`config.mk`:
```
export PLATFORM = sky130hd
export DESIGN_NAME = gcp_command_port
export DESIGN_NICKNAME = d
export VERILOG_FILES = /design/src/core/gcp_pkg.sv /design/src/core/gcp_pins_if.sv /design/src/core/gcp_command_port.sv /design/src/core/gcp_pin_front.sv
export SDC_FILE = /design/constraint.sdc
export NUM_CORES = 1
export LEC_CHECK = 0
export BUFFER_PORTS_ARGS = -buffer_cell sky130_fd_sc_hd__buf_4
export CORE_ASPECT_RATIO = 1.1
export CORE_UTILIZATION = 33
export CTS_CLUSTER_SIZE = 20
export DETAILED_ROUTE_END_ITERATION = 10
export PLACE_DENSITY = 0.58
export SKIP_CTS_REPAIR_TIMING = 1
export SYNTH_ARGS = -nofsm -noshare
export SYNTH_HDL_FRONTEND = slang
export SYNTH_SLANG_ARGS = --single-unit
```
`constraint.sdc`:
```
create_clock -name sys_clk -period 2.7 [get_ports sys_clk]
set_input_delay 0.675 -clock sys_clk [delete_from_list [all_inputs] [get_ports sys_clk]]
set_output_delay 0.675 -clock sys_clk [all_outputs]
set_load 0.01 [all_outputs]
```
`src/core/gcp_pkg.sv`:
```
package gcp_pkg;
	localparam logic [6:0] TARGET_ADDR = 7'h55;
	localparam logic [7:0] MAX_CMD = 8'h6B;
	localparam logic [7:0] PTR_RESET = 8'h00;
	localparam int CLK_HZ = 40_000_000;
	localparam int STUCK_MS = 2000;
	localparam int STUCK_CYCLES = (CLK_HZ / 1000) * STUCK_MS;
	localparam int STRETCH_MAX_MS = 80;
	localparam int STRETCH_MAX_CYCLES = (CLK_HZ / 1000) * STRETCH_MAX_MS;
	localparam int WAKE_MAX_MS = 4;
	localparam int WAKE_MAX_CYCLES = (CLK_HZ / 1000) * WAKE_MAX_MS;
	localparam int CNT_W = 27;
endpackage : gcp_pkg

```
`src/core/gcp_pins_if.sv`:
```
`timescale 1ns/1ps
// conditioned bus events passed from the pin front end to the engine
interface gcp_pins_if;
	logic sclRise;
	logic sclFall;
	logic startSeen;
	logic stopSeen;
	logic sdaLevel;
	logic sclLevel;
	modport front (output sclRise, sclFall, startSeen, stopSeen, sdaLevel, sclLevel);
	modport engine (input sclRise, sclFall, startSeen, stopSeen, sdaLevel, sclLevel);
endinterface : gcp_pins_if

```
`src/core/gcp_command_port.sv`:
```
`timescale 1ns/1ps
module gcp_command_port
	import gcp_pkg::*;
(
	input wire logic sys_clk, // system clock
	input wire logic rst_n, // async reset, active low
	input wire logic sclIn, // bus clock level
	input wire logic sdaIn, // bus data level
	output logic sclOut, // bus clock drive value, always low
	output logic sclOe, // high while stretching the clock
	output logic sdaOut, // bus data drive value, always low
	output logic sdaOe, // high while pulling data low
	input wire logic hibernate, // core requests hibernate
	input wire logic holdReq, // core asks to stretch (flash or wake)
	input wire logic [7:0] rdData, // byte at memAddr
	input wire logic roLoc, // location at memAddr is read-only
	output logic [7:0] memAddr, // address pointer
	output logic [7:0] wrData, // byte to write
	output logic wrStrobe, // one-cycle write strobe
	output logic asleep, // engine in low-power sleep
	output logic wake // one-cycle wake on own address while hibernate is high
);
	typedef enum logic [2:0] {
		S_IDLE = 3'b000,
		S_ADDR = 3'b001,
		S_RECV = 3'b010,
		S_SEND = 3'b011,
		S_ACKO = 3'b100,
		S_ACKI = 3'b101,
		S_SKIP = 3'b110,
		S_SLEEP = 3'b111
	} gcp_state_e;

	gcp_pins_if ev();
	gcp_pin_front u_front (
		.sys_clk(sys_clk),
		.rst_n(rst_n),
		.sclIn(sclIn),
		.sdaIn(sdaIn),
		.ev(ev)
	);

	////////////////////////////////////////////////////////////////////
	gcp_state_e state, next_state;
	logic [7:0] shift, next_shift;
	logic [3:0] bitCnt, next_bitCnt;
	logic [7:0] ptr, next_ptr;
	logic readMode, next_readMode;
	logic cmdDone, next_cmdDone;
	logic ackLow, next_ackLow;
	logic wrPend, next_wrPend;
	logic [7:0] wrByte, next_wrByte;
	logic wakeP, next_wakeP;
	logic [CNT_W-1:0] lowCnt, next_lowCnt;
	logic released, next_released;

	function automatic logic byteIsOurs(input logic [7:0] b);
		return b[7:1] == TARGET_ADDR;
	endfunction : byteIsOurs

	always_comb begin
		next_state = state;
		next_shift = shift;
		next_bitCnt = bitCnt;
		next_ptr = ptr;
		next_readMode = readMode;
		next_cmdDone = cmdDone;
		next_ackLow = ackLow;
		next_wrPend = 1'b0;
		next_wrByte = wrByte;
		next_wakeP = 1'b0;
		next_released = released;
		if (ev.sclLevel && ev.sdaLevel) begin
			next_lowCnt = '0;
			next_released = 1'b0;
		end else if (lowCnt != CNT_W'(STUCK_CYCLES)) begin
			next_lowCnt = lowCnt + 1'b1;
		end else begin
			next_lowCnt = lowCnt;
			next_released = 1'b1;
		end
		if (released && lowCnt == CNT_W'(STUCK_CYCLES) && !(ev.sclLevel && ev.sdaLevel)) begin
			next_ackLow = 1'b0;
			next_state = S_SLEEP;
		end else if (ev.startSeen && !released) begin
			next_state = S_ADDR;
			next_bitCnt = '0;
			next_ackLow = 1'b0;
			next_cmdDone = 1'b0;
		end else if (ev.stopSeen) begin
			next_state = (hibernate || state == S_SLEEP) ? state : S_IDLE;
			if (state == S_SLEEP && ev.sclLevel && ev.sdaLevel) begin
				next_state = S_IDLE;
			end
			next_ackLow = 1'b0;
		end else begin
			case (state)
				S_IDLE, S_SLEEP: begin
				end
				S_ADDR, S_RECV: begin
					if (ev.sclRise && bitCnt < 4'd8) begin
						next_shift = {shift[6:0], ev.sdaLevel};
						next_bitCnt = bitCnt + 4'd1;
					end else if (ev.sclFall && bitCnt == 4'd8) begin
						next_bitCnt = '0;
						next_state = S_ACKO;
						next_ackLow = 1'b1;
						if (state == S_ADDR) begin
							if (!byteIsOurs(shift)) begin
								next_ackLow = 1'b0;
								next_state = S_SKIP;
							end else begin
								next_wakeP = hibernate;
								next_readMode = shift[0];
							end
						end else if (!cmdDone) begin
							if (shift > MAX_CMD) begin
								next_ackLow = 1'b0;
							end else begin
								next_ptr = shift;
								next_cmdDone = 1'b1;
							end
						end else if (roLoc) begin
							next_ackLow = 1'b0;
						end else begin
							next_wrPend = 1'b1;
							next_wrByte = shift;
							next_ptr = ptr + 8'd1;
						end
					end
				end
				S_ACKO: begin
					if (ev.sclFall) begin
						next_ackLow = 1'b0;
						if (!ackLow) begin
							next_state = S_SKIP;
						end else if (readMode) begin
							next_shift = rdData;
							next_state = S_SEND;
							next_ackLow = ~rdData[7];
							next_bitCnt = 4'd1;
						end else begin
							next_state = S_RECV;
						end
					end
				end
				S_SEND: begin
					if (ev.sclFall) begin
						if (bitCnt == 4'd8) begin
							next_ackLow = 1'b0;
							next_state = S_ACKI;
						end else begin
							next_ackLow = ~shift[3'd7 - bitCnt[2:0]];
							next_bitCnt = bitCnt + 4'd1;
						end
					end
				end
				S_ACKI: begin
					if (ev.sclRise) begin
						if (!ev.sdaLevel) begin
							next_ptr = ptr + 8'd1;
							next_state = S_ACKO;
							next_ackLow = 1'b1;
						end else begin
							next_state = S_SKIP;
						end
					end
				end
				S_SKIP: begin
				end
				default: next_state = S_IDLE;
			endcase
		end
	end

	always_ff @(posedge sys_clk or negedge rst_n) begin
		if (!rst_n) begin
			state <= S_IDLE;
			shift <= 8'h00;
			bitCnt <= 4'h0;
			ptr <= PTR_RESET;
			readMode <= 1'b0;
			cmdDone <= 1'b0;
			ackLow <= 1'b0;
			wrPend <= 1'b0;
			wrByte <= 8'h00;
			wakeP <= 1'b0;
			lowCnt <= '0;
			released <= 1'b0;
		end else begin
			state <= next_state;
			shift <= next_shift;
			bitCnt <= next_bitCnt;
			ptr <= next_ptr;
			readMode <= next_readMode;
			cmdDone <= next_cmdDone;
			ackLow <= next_ackLow;
			wrPend <= next_wrPend;
			wrByte <= next_wrByte;
			wakeP <= next_wakeP;
			lowCnt <= next_lowCnt;
			released <= next_released;
		end
	end

	////////////////////////////////////////////////////////////////////
	// ACKO on a read: the first data bit is counted on leaving (bitCnt loads 1); that
	// bit is driven at the falling edge leaving ACKO, giving a full low phase.
	// write strobe carries the location before the pointer step
	assign memAddr = wrPend ? ptr - 8'd1 : ptr;
	assign wrData = wrByte;
	assign wrStrobe = wrPend;
	assign wake = wakeP;
	assign asleep = state == S_SLEEP;
	assign sdaOut = 1'b0;
	assign sclOut = 1'b0;
	// lines freed once the timer expires
	assign sdaOe = ackLow && !released;
	// stretch for flash or wake, ended by the stuck timer
	// no stretch in SKIP once the address byte names another target; that address byte itself can be stretched
	assign sclOe = holdReq && !ev.sclLevel && state != S_IDLE && state != S_SLEEP
		&& state != S_SKIP && !released;

	////////////////////////////////////////////////////////////////////
	property p_cmd_limit;
		@(posedge sys_clk) disable iff (!rst_n)
		(state == S_RECV && !cmdDone && ev.sclFall && bitCnt == 4'd8 && shift > MAX_CMD)
		|=> !ackLow && ptr == $past(ptr);
	endproperty
	a_cmd_limit: assert property (p_cmd_limit) else $error("command above limit acked");
	property p_ro_nack;
		@(posedge sys_clk) disable iff (!rst_n)
		(state == S_RECV && cmdDone && roLoc && ev.sclFall && bitCnt == 4'd8)
		|=> !ackLow && !wrStrobe;
	endproperty
	a_ro_nack: assert property (p_ro_nack) else $error("read-only write acked");
	property p_host_ack_step;
		@(posedge sys_clk) disable iff (!rst_n)
		(state == S_ACKI && ev.sclRise && !ev.sdaLevel && !released && !ev.startSeen
			&& !ev.stopSeen) |=> ptr == $past(ptr) + 8'd1;
	endproperty
	a_host_ack_step: assert property (p_host_ack_step) else $error("no step on host ack");
	property p_write_step;
		@(posedge sys_clk) disable iff (!rst_n)
		wrStrobe |-> memAddr == $past(ptr) && wrData == $past(shift) ##1 !wrStrobe;
	endproperty
	a_write_step: assert property (p_write_step) else $error("write not consecutive");
	property p_foreign_addr;
		@(posedge sys_clk) disable iff (!rst_n)
		(state == S_ADDR && ev.sclFall && bitCnt == 4'd8 && !byteIsOurs(shift)
			&& !released && !ev.startSeen && !ev.stopSeen) |=> state == S_SKIP && !wake;
	endproperty
	a_foreign_addr: assert property (p_foreign_addr) else $error("foreign address taken");
	property p_cmd_load;
		@(posedge sys_clk) disable iff (!rst_n)
		(state == S_RECV && !cmdDone && ev.sclFall && bitCnt == 4'd8 && shift <= MAX_CMD
			&& !released && !ev.startSeen && !ev.stopSeen) |=> ptr == $past(shift);
	endproperty
	a_cmd_load: assert property (p_cmd_load) else $error("pointer not loaded");
	property p_release;
		@(posedge sys_clk) disable iff (!rst_n)
		released |-> !sdaOe && !sclOe;
	endproperty
	a_release: assert property (p_release) else $error("line held after time-out");
	property p_sleep;
		@(posedge sys_clk) disable iff (!rst_n)
		(released && lowCnt == CNT_W'(STUCK_CYCLES) && !(ev.sclLevel && ev.sdaLevel))
			|=> asleep;
	endproperty
	a_sleep: assert property (p_sleep) else $error("no sleep after stuck bus");
	property p_quick_read;
		@(posedge sys_clk) disable iff (!rst_n)
		(state == S_ACKO && readMode && ackLow && ev.sclFall && !released && !ev.startSeen
			&& !ev.stopSeen) |=> shift == $past(rdData);
	endproperty
	a_quick_read: assert property (p_quick_read) else $error("wrong read byte");
	c_write: cover property (@(posedge sys_clk) disable iff (!rst_n) wrStrobe);
	c_read: cover property (@(posedge sys_clk) disable iff (!rst_n) state == S_ACKI);
	c_sleep: cover property (@(posedge sys_clk) disable iff (!rst_n) asleep);
	c_wake: cover property (@(posedge sys_clk) disable iff (!rst_n) wake);
endmodule : gcp_command_port

```
`src/core/gcp_pin_front.sv`:
```
`timescale 1ns/1ps
module gcp_pin_front (
	input wire logic sys_clk, // system clock
	input wire logic rst_n, // async reset, active low
	input wire logic sclIn, // bus clock level
	input wire logic sdaIn, // bus data level
	gcp_pins_if.front ev // conditioned events
);
	logic sclQ;
	logic sdaQ;
	logic next_sclQ;
	logic next_sdaQ;
	always_comb begin
		next_sclQ = sclIn;
		next_sdaQ = sdaIn;
	end
	always_ff @(posedge sys_clk or negedge rst_n) begin
		if (!rst_n) begin
			sclQ <= 1'b1;
			sdaQ <= 1'b1;
		end else begin
			sclQ <= next_sclQ;
			sdaQ <= next_sdaQ;
		end
	end
	// inputs are synchronous, so one stage suffices for edge detection
	assign ev.sclRise = sclIn & ~sclQ;
	assign ev.sclFall = ~sclIn & sclQ;
	assign ev.startSeen = sclIn & sclQ & sdaQ & ~sdaIn;
	assign ev.stopSeen = sclIn & sclQ & ~sdaQ & sdaIn;
	assign ev.sdaLevel = sdaIn;
	assign ev.sclLevel = sclIn;
endmodule : gcp_pin_front

```
After elaboration in Yosys (flattened, before gate mapping)
Index checks and enable logic that the tools add are counted.
{"block": "op_classes", "addsub": 5, "order_cmp": 3, "eq_ne": 41, "muxes": 89, "n_bitwise": 19, "n_reduce_logical": 35}
{"op": "$mux W8", "n": 13}
{"op": "$mux W27", "n": 2}
{"op": "$mux W1", "n": 44}
{"op": "$mux W3", "n": 12}
{"op": "$mux W4", "n": 9}
{"op": "$ne A5 B5 Y1 const B", "n": 7}
{"op": "$pmux W8 S2", "n": 2}
{"op": "$add A27 B1 Y27 const B", "n": 1}
{"op": "$eq A27 B27 Y1 const B", "n": 1}
{"op": "$ne A27 B27 Y1 const B", "n": 1}
{"op": "$ne A3 B3 Y1 const B", "n": 9}
{"op": "$reduce_and A8 Y1", "n": 3}
{"op": "$ne A2 B2 Y1 const B", "n": 11}
{"op": "$reduce_and A9 Y1", "n": 2}
{"op": "$logic_and A1 B1 Y1", "n": 14}
{"op": "$not A1 Y1", "n": 12}
{"op": "$pmux W3 S4", "n": 1}
{"op": "$pmux W4 S3", "n": 1}
{"op": "$reduce_and A11 Y1", "n": 1}
{"op": "$reduce_bool A2 Y1", "n": 5}
{"op": "$eq A3 B3 Y1 const B", "n": 3}
{"op": "$add A8 B1 Y8 const B", "n": 1}
{"op": "$gt A8 B7 Y1 const B", "n": 1}
{"op": "$sub A8 B1 Y8 const B", "n": 1}
{"op": "other kinds (23)", "n": 35}
{"block": "totals", "reg_bits": 66, "in_bits": 15, "out_inout_bits": 23, "elab_cells": 206}

Depth between registers and ports, before layout
{"block": "logic_depth", "depth_word": 10, "ltp_mapped": 9, "mapped_depth_nobuf": 8}

Cells and area by module
Synthesis repeated with hierarchy kept, for this count alone.
{"block": "hier_totals", "cells_unflattened": 437, "area_unflattened_um2": 4134.0}
{"module": "gcp_command_port", "n_inst": 1, "cells_per_inst": 429, "area_per_inst_um2": 4033.9, "seq_area_each_um2": 1601.5}
{"module": "gcp_pin_front", "n_inst": 1, "cells_per_inst": 8, "area_per_inst_um2": 100.1, "seq_area_each_um2": 52.6}

Least setup slack after synthesis
Ideal clock, no wire load.
{"block": "synth_path", "path_type": "reg-to-reg", "startpoint": "reg lowCnt[0]", "endpoint": "reg wrByte[0] (netlist: wrData[0])", "setup_ns": 0.125, "arrival_time_ns": 2.122, "required_time_ns": 2.575, "setup_slack_ns": 0.453, "stages_incl_launch_ff": 10, "path_buffers": 1, "synth_period_minus_slack_ns": 2.247, "path_cell_list": "dfrtp_1 > inv_1 > ha_1 > and4bb_2 > nand3_1 > nor4b_4 > nor2_2 > and4b_1 > buf_6 > mux2_4"}
{"block": "synth_between", "elab_chain_cells": 5}
{"element": "start: declaration", "line_no": "gcp_command_port.sv:54", "source": "logic [CNT_W-1:0] lowCnt, next_lowCnt;"}
{"element": "start signal: assignment", "line_no": "gcp_command_port.sv:201", "source": "lowCnt <= next_lowCnt;"}
{"element": "$eq A27 B27 Y1", "line_no": "gcp_command_port.sv:82", "source": "if (released && lowCnt == CNT_W'(STUCK_CYCLES) && !(ev.sclLevel && ev.sdaLevel)) begin"}
{"element": "$logic_and A1 B1 Y1 (2 in series)", "line_no": "gcp_command_port.sv:82"}
{"element": "$not A1 Y1 (no line)"}
{"element": "$reduce_and A9 Y1 (no line)"}
{"element": "end signal: assignment", "line_no": "gcp_command_port.sv:199", "source": "wrByte <= next_wrByte;"}
{"element": "end: declaration", "line_no": "gcp_command_port.sv:52", "source": "logic [7:0] wrByte, next_wrByte;"}
Every way passes these cells.
A chain may end at the register's enable or synchronous reset.

Worst setup path in the final report
{"block": "layout_path", "startpoint": "reg ptr[2]", "endpoint": "out memAddr[7]"}
{"block": "layout_between", "elab_chain_cells": 2}
{"element": "start: declaration", "line_no": "gcp_command_port.sv:47", "source": "logic [7:0] ptr, next_ptr;"}
{"element": "start signal: assignment", "line_no": "gcp_command_port.sv:194", "source": "ptr <= next_ptr;"}
{"element": "$sub A8 B1 Y8", "line_no": "gcp_command_port.sv:210", "source": "assign memAddr = wrPend ? ptr - 8'd1 : ptr;"}
{"element": "$mux W8", "line_no": "gcp_command_port.sv:210"}
{"element": "end: declaration", "line_no": "gcp_command_port.sv:17", "source": "output logic [7:0] memAddr,"}
Every way passes these cells.

==> results_dict.tcl <==
set metrics [dict create \
    pin_count 38 \
    fin_worst_skew_ps 7.35 \
    detailed_place_hpwl_um 6790 \
    outcome "complete, no violations" \
    worst-slew-pin-transition_ps 940 \
    synth_edf_count 0 \
    final_layout_size_suffix_gt1_share_pct 21.1 \
    total_leakage_power_nw 2.01 \
    global_route_wire_length_before_repair_um 16300 \
    rsz0062_at_grt "no" \
    htree_levels 3 \
    initial_utilization_pct 34.3 \
    min_period_over_period_pct 95.0 \
    syn-mean-instance-area_um2 9.32 \
    fp.dieArea_um2 12500 \
    synthToLayoutAreaGrowth_pct 19.1 \
    highest_layer "met4" \
    post_drt_wl_per_cell_um 15.8 \
    synth_seq_cells 66 \
    critical_path_class "reg2out" \
    post-route-worst-setup-slack_ps 136 \
    critical_path.max_fanout 7 \
    synthDistinctLibCells 64 \
    ys_seq_area_share_pct 41.6 \
    grt_util_all_layers_pct 16.7 \
    biggest_area_contributors_in_the_synthesized_netlist "dfrtp_1, nor2_1, xor2_1" \
    cpLargestDelayFamily "simple AND/OR/NAND/NOR gates" \
    path_cells "nor4b_2 > nand3_1 > nor3_1 > xor2_1 > buf_4" \
    cts_tree "done" \
    slew-limit-headroom_pct 37.2 \
    synth.largest_area_cell "dfrtp_1" \
    met3_wirelength_um 274 \
    drt_pre_antenna_iters 4 \
    drt-met1-wl_um 4370 \
    max_stage_delay_ps 470 \
    postSynthCellCount 427 \
    drv_slew 0 \
    timing.fmax_ghz 0.390 \
    drtAntennaViolNets 0 \
    fin_util_pct 40.9 \
    synth.most_common_cell "dfrtp_1" \
    worst_ep_required_time_ps 2030 \
    crit_path_start_kind "flop" \
    top_reg_cell_synth "dfrtp_1" \
    vias_per_cell 5.31 \
    timing.final.setup_violations 0 \
    placementRows 41 \
    cp_data_arrival_time_ps 1890 \
    clkLatencyLatePin_ps 330 \
    root_buffer "clkbuf_16" \
    cts_buffer_depth 2 \
    gp_congestion 0.895 \
    placeableCoreArea_um2 11600 \
    maxCapViolCount 0 \
    antenna_diode_count 0 \
    routed-wl-met2_um 5030 \
    cpMaxStageDelayCell "dfrtp_1" \
    place.port_buffers 35 \
    max-vdd-ir-drop_uv 340 \
    grt_start_max_net_pins 67 \
    synth_common_cells "dfrtp_1, nor2_1, nand2_1, a21oi_1, nand3_1" \
    die_h_um 117 \
    layout.nets 484 \
    dp_slack_ps 290 \
    critical_path_buf_inv_count 1 \
    layout_min_cycle_time_ps 2560 \
    clkSinkCount 66 \
    tritoncts.num_buffers 9 \
    totalWireLength_um 9790 \
    drc 0 \
    synthArstFlopShare_pct 100 \
    netlist_area_um2 3980 \
    path_clk_slew_ps 60 \
    number_of_global_route_vias_before_repair 3256 \
    min-delay-path-class "in2async" \
    critical_path.endpoint_type "output port" \
    routed-via-count 3287 \
    drt_iter0_drc 169 \
    synth.top_cell.area_share_pct 40.2 \
    power_density_nw_per_um2 841 \
    antenna_found_initial 0 \
    final-hold-violation-count 0 \
    die_w_um 107 \
    overflow 0 \
    filler_cell_count 1184 \
    reg2reg_slack_ps 370 \
    synth_warnings 0 \
]
==> registers in the layout, indices dropped and copies added, names as in the netlist, 3 cells and up <==
signal / count
lowCnt: 27
ptr: 8
shift: 8
wrData: 8
bitCnt: 4
state: 3
==> power by group <==
group	switching, mW	total (mW)	internal, mW
registers	0.336	1.49	1.16
logic	0.709	1.30	0.595
clock network	0.449	1.19	0.741
total	1.49	3.99	2.50
==> worst reg2reg max path, delay by kind of cell, from the launching register on <==
| kind | cells | cell delay [ps] |
|---|---|---|
| flops | 1 | 430 |
| buf+inv | 2 | 300 |
| fa+ha+maj | 1 | 170 |
| simple gates | 5 | 1020 |
| mux | 1 | 310 |
==> layer usage <==
metal,GRT usage (%),up-vias
met5,0,-
met4,5.94,0
met3,3.16,10
met2,29.1,63
met1,20.9,1609
li1,-,1605
==> cells in the final DEF, fill, tap and decap left out, types with 3 or more instances in the layout <==
master,instances
a21oi_1,31
o22ai_1,6
nand4_1,6
nor3_1,8
xor2_1,22
and4_1,5
ha_1,5
or2_2,4
nor4b_4,3
mux2_4,7
dfrtp_1,63
and3_1,6
nor4_1,5
inv_1,10
and2_1,4
xnor2_1,9
nand2_1,36
nor4b_1,4
nand2b_1,6
nor4b_2,3
or3_1,3
nand3_1,23
nor2_1,55
clkbuf_16,9
o21ai_0,9
mux2i_1,14
buf_4,46
a31oi_1,7
==> worst paths after layout <==
path | start | endpoint | cells past startpoint
min reg2reg | wrData[7]$_DFFE_PN0P_ | wrData[7]$_DFFE_PN0P_ | 1
max reg2reg | lowCnt[0]$_DFFE_PN0P_ | wrData[3]$_DFFE_PN0P_ | 9
min | rst_n | state[1]$_DFFE_PN0P_ | 1
max in group asynchronous | rst_n | ptr[0]$_DFFE_PN0P_ | 1
max | ptr[2]$_DFFE_PN0P_ | memAddr[7] | 5
min in group sys_clk | sclIn | u_front.sclQ$_DFF_PN1_ | 1
==> layout make-up <==
type	instances	area, µm²	area share, %
Timing Repair Buffer	46	345	7.28
Sequential cell	66	1660	34.9
Multi-Input combinational cell	330	2210	46.6
Inverter	11	41.3	0.871
Clock buffer	10	239	5.04
Tap cell	150	188	3.96
Clock inverter	6	65.1	1.37
==> through the flow <==
| stage | setup TNS, ps | power (mW) | instances | instance area, µm² | hold WS (ps) |
|---|---|---|---|---|---|
| global placement | 0 | 2.79 | 603 | 4420 | 489 |
| floorplan | 0 | 2.35 | 428 | 3980 | 379 |
| global route | 0 | 4.26 | 619 | 4740 | 493 |
| finish | 0 | 3.99 | 619 | 4740 | 447 |
| detailed placement | 0 | 2.79 | 603 | 4420 | 500 |
| CTS | -55.2 | 4.01 | 619 | 4720 | 486 |
==> cells by family (layout without fill, tap and decap cells) <==
kind of cell,after synthesis,after routing,share of synthesized area (%)
compound gates,74,74,11.5
xor+xnor,31,31,6.82
fa+ha+maj,6,6,1.82
buf+inv,32,73,3.58
flops,66,66,41.6
mux,24,24,7.29
other cells,1,2,0.0942
simple gates,193,193,27.3
(Power assumes the default switching activity.)
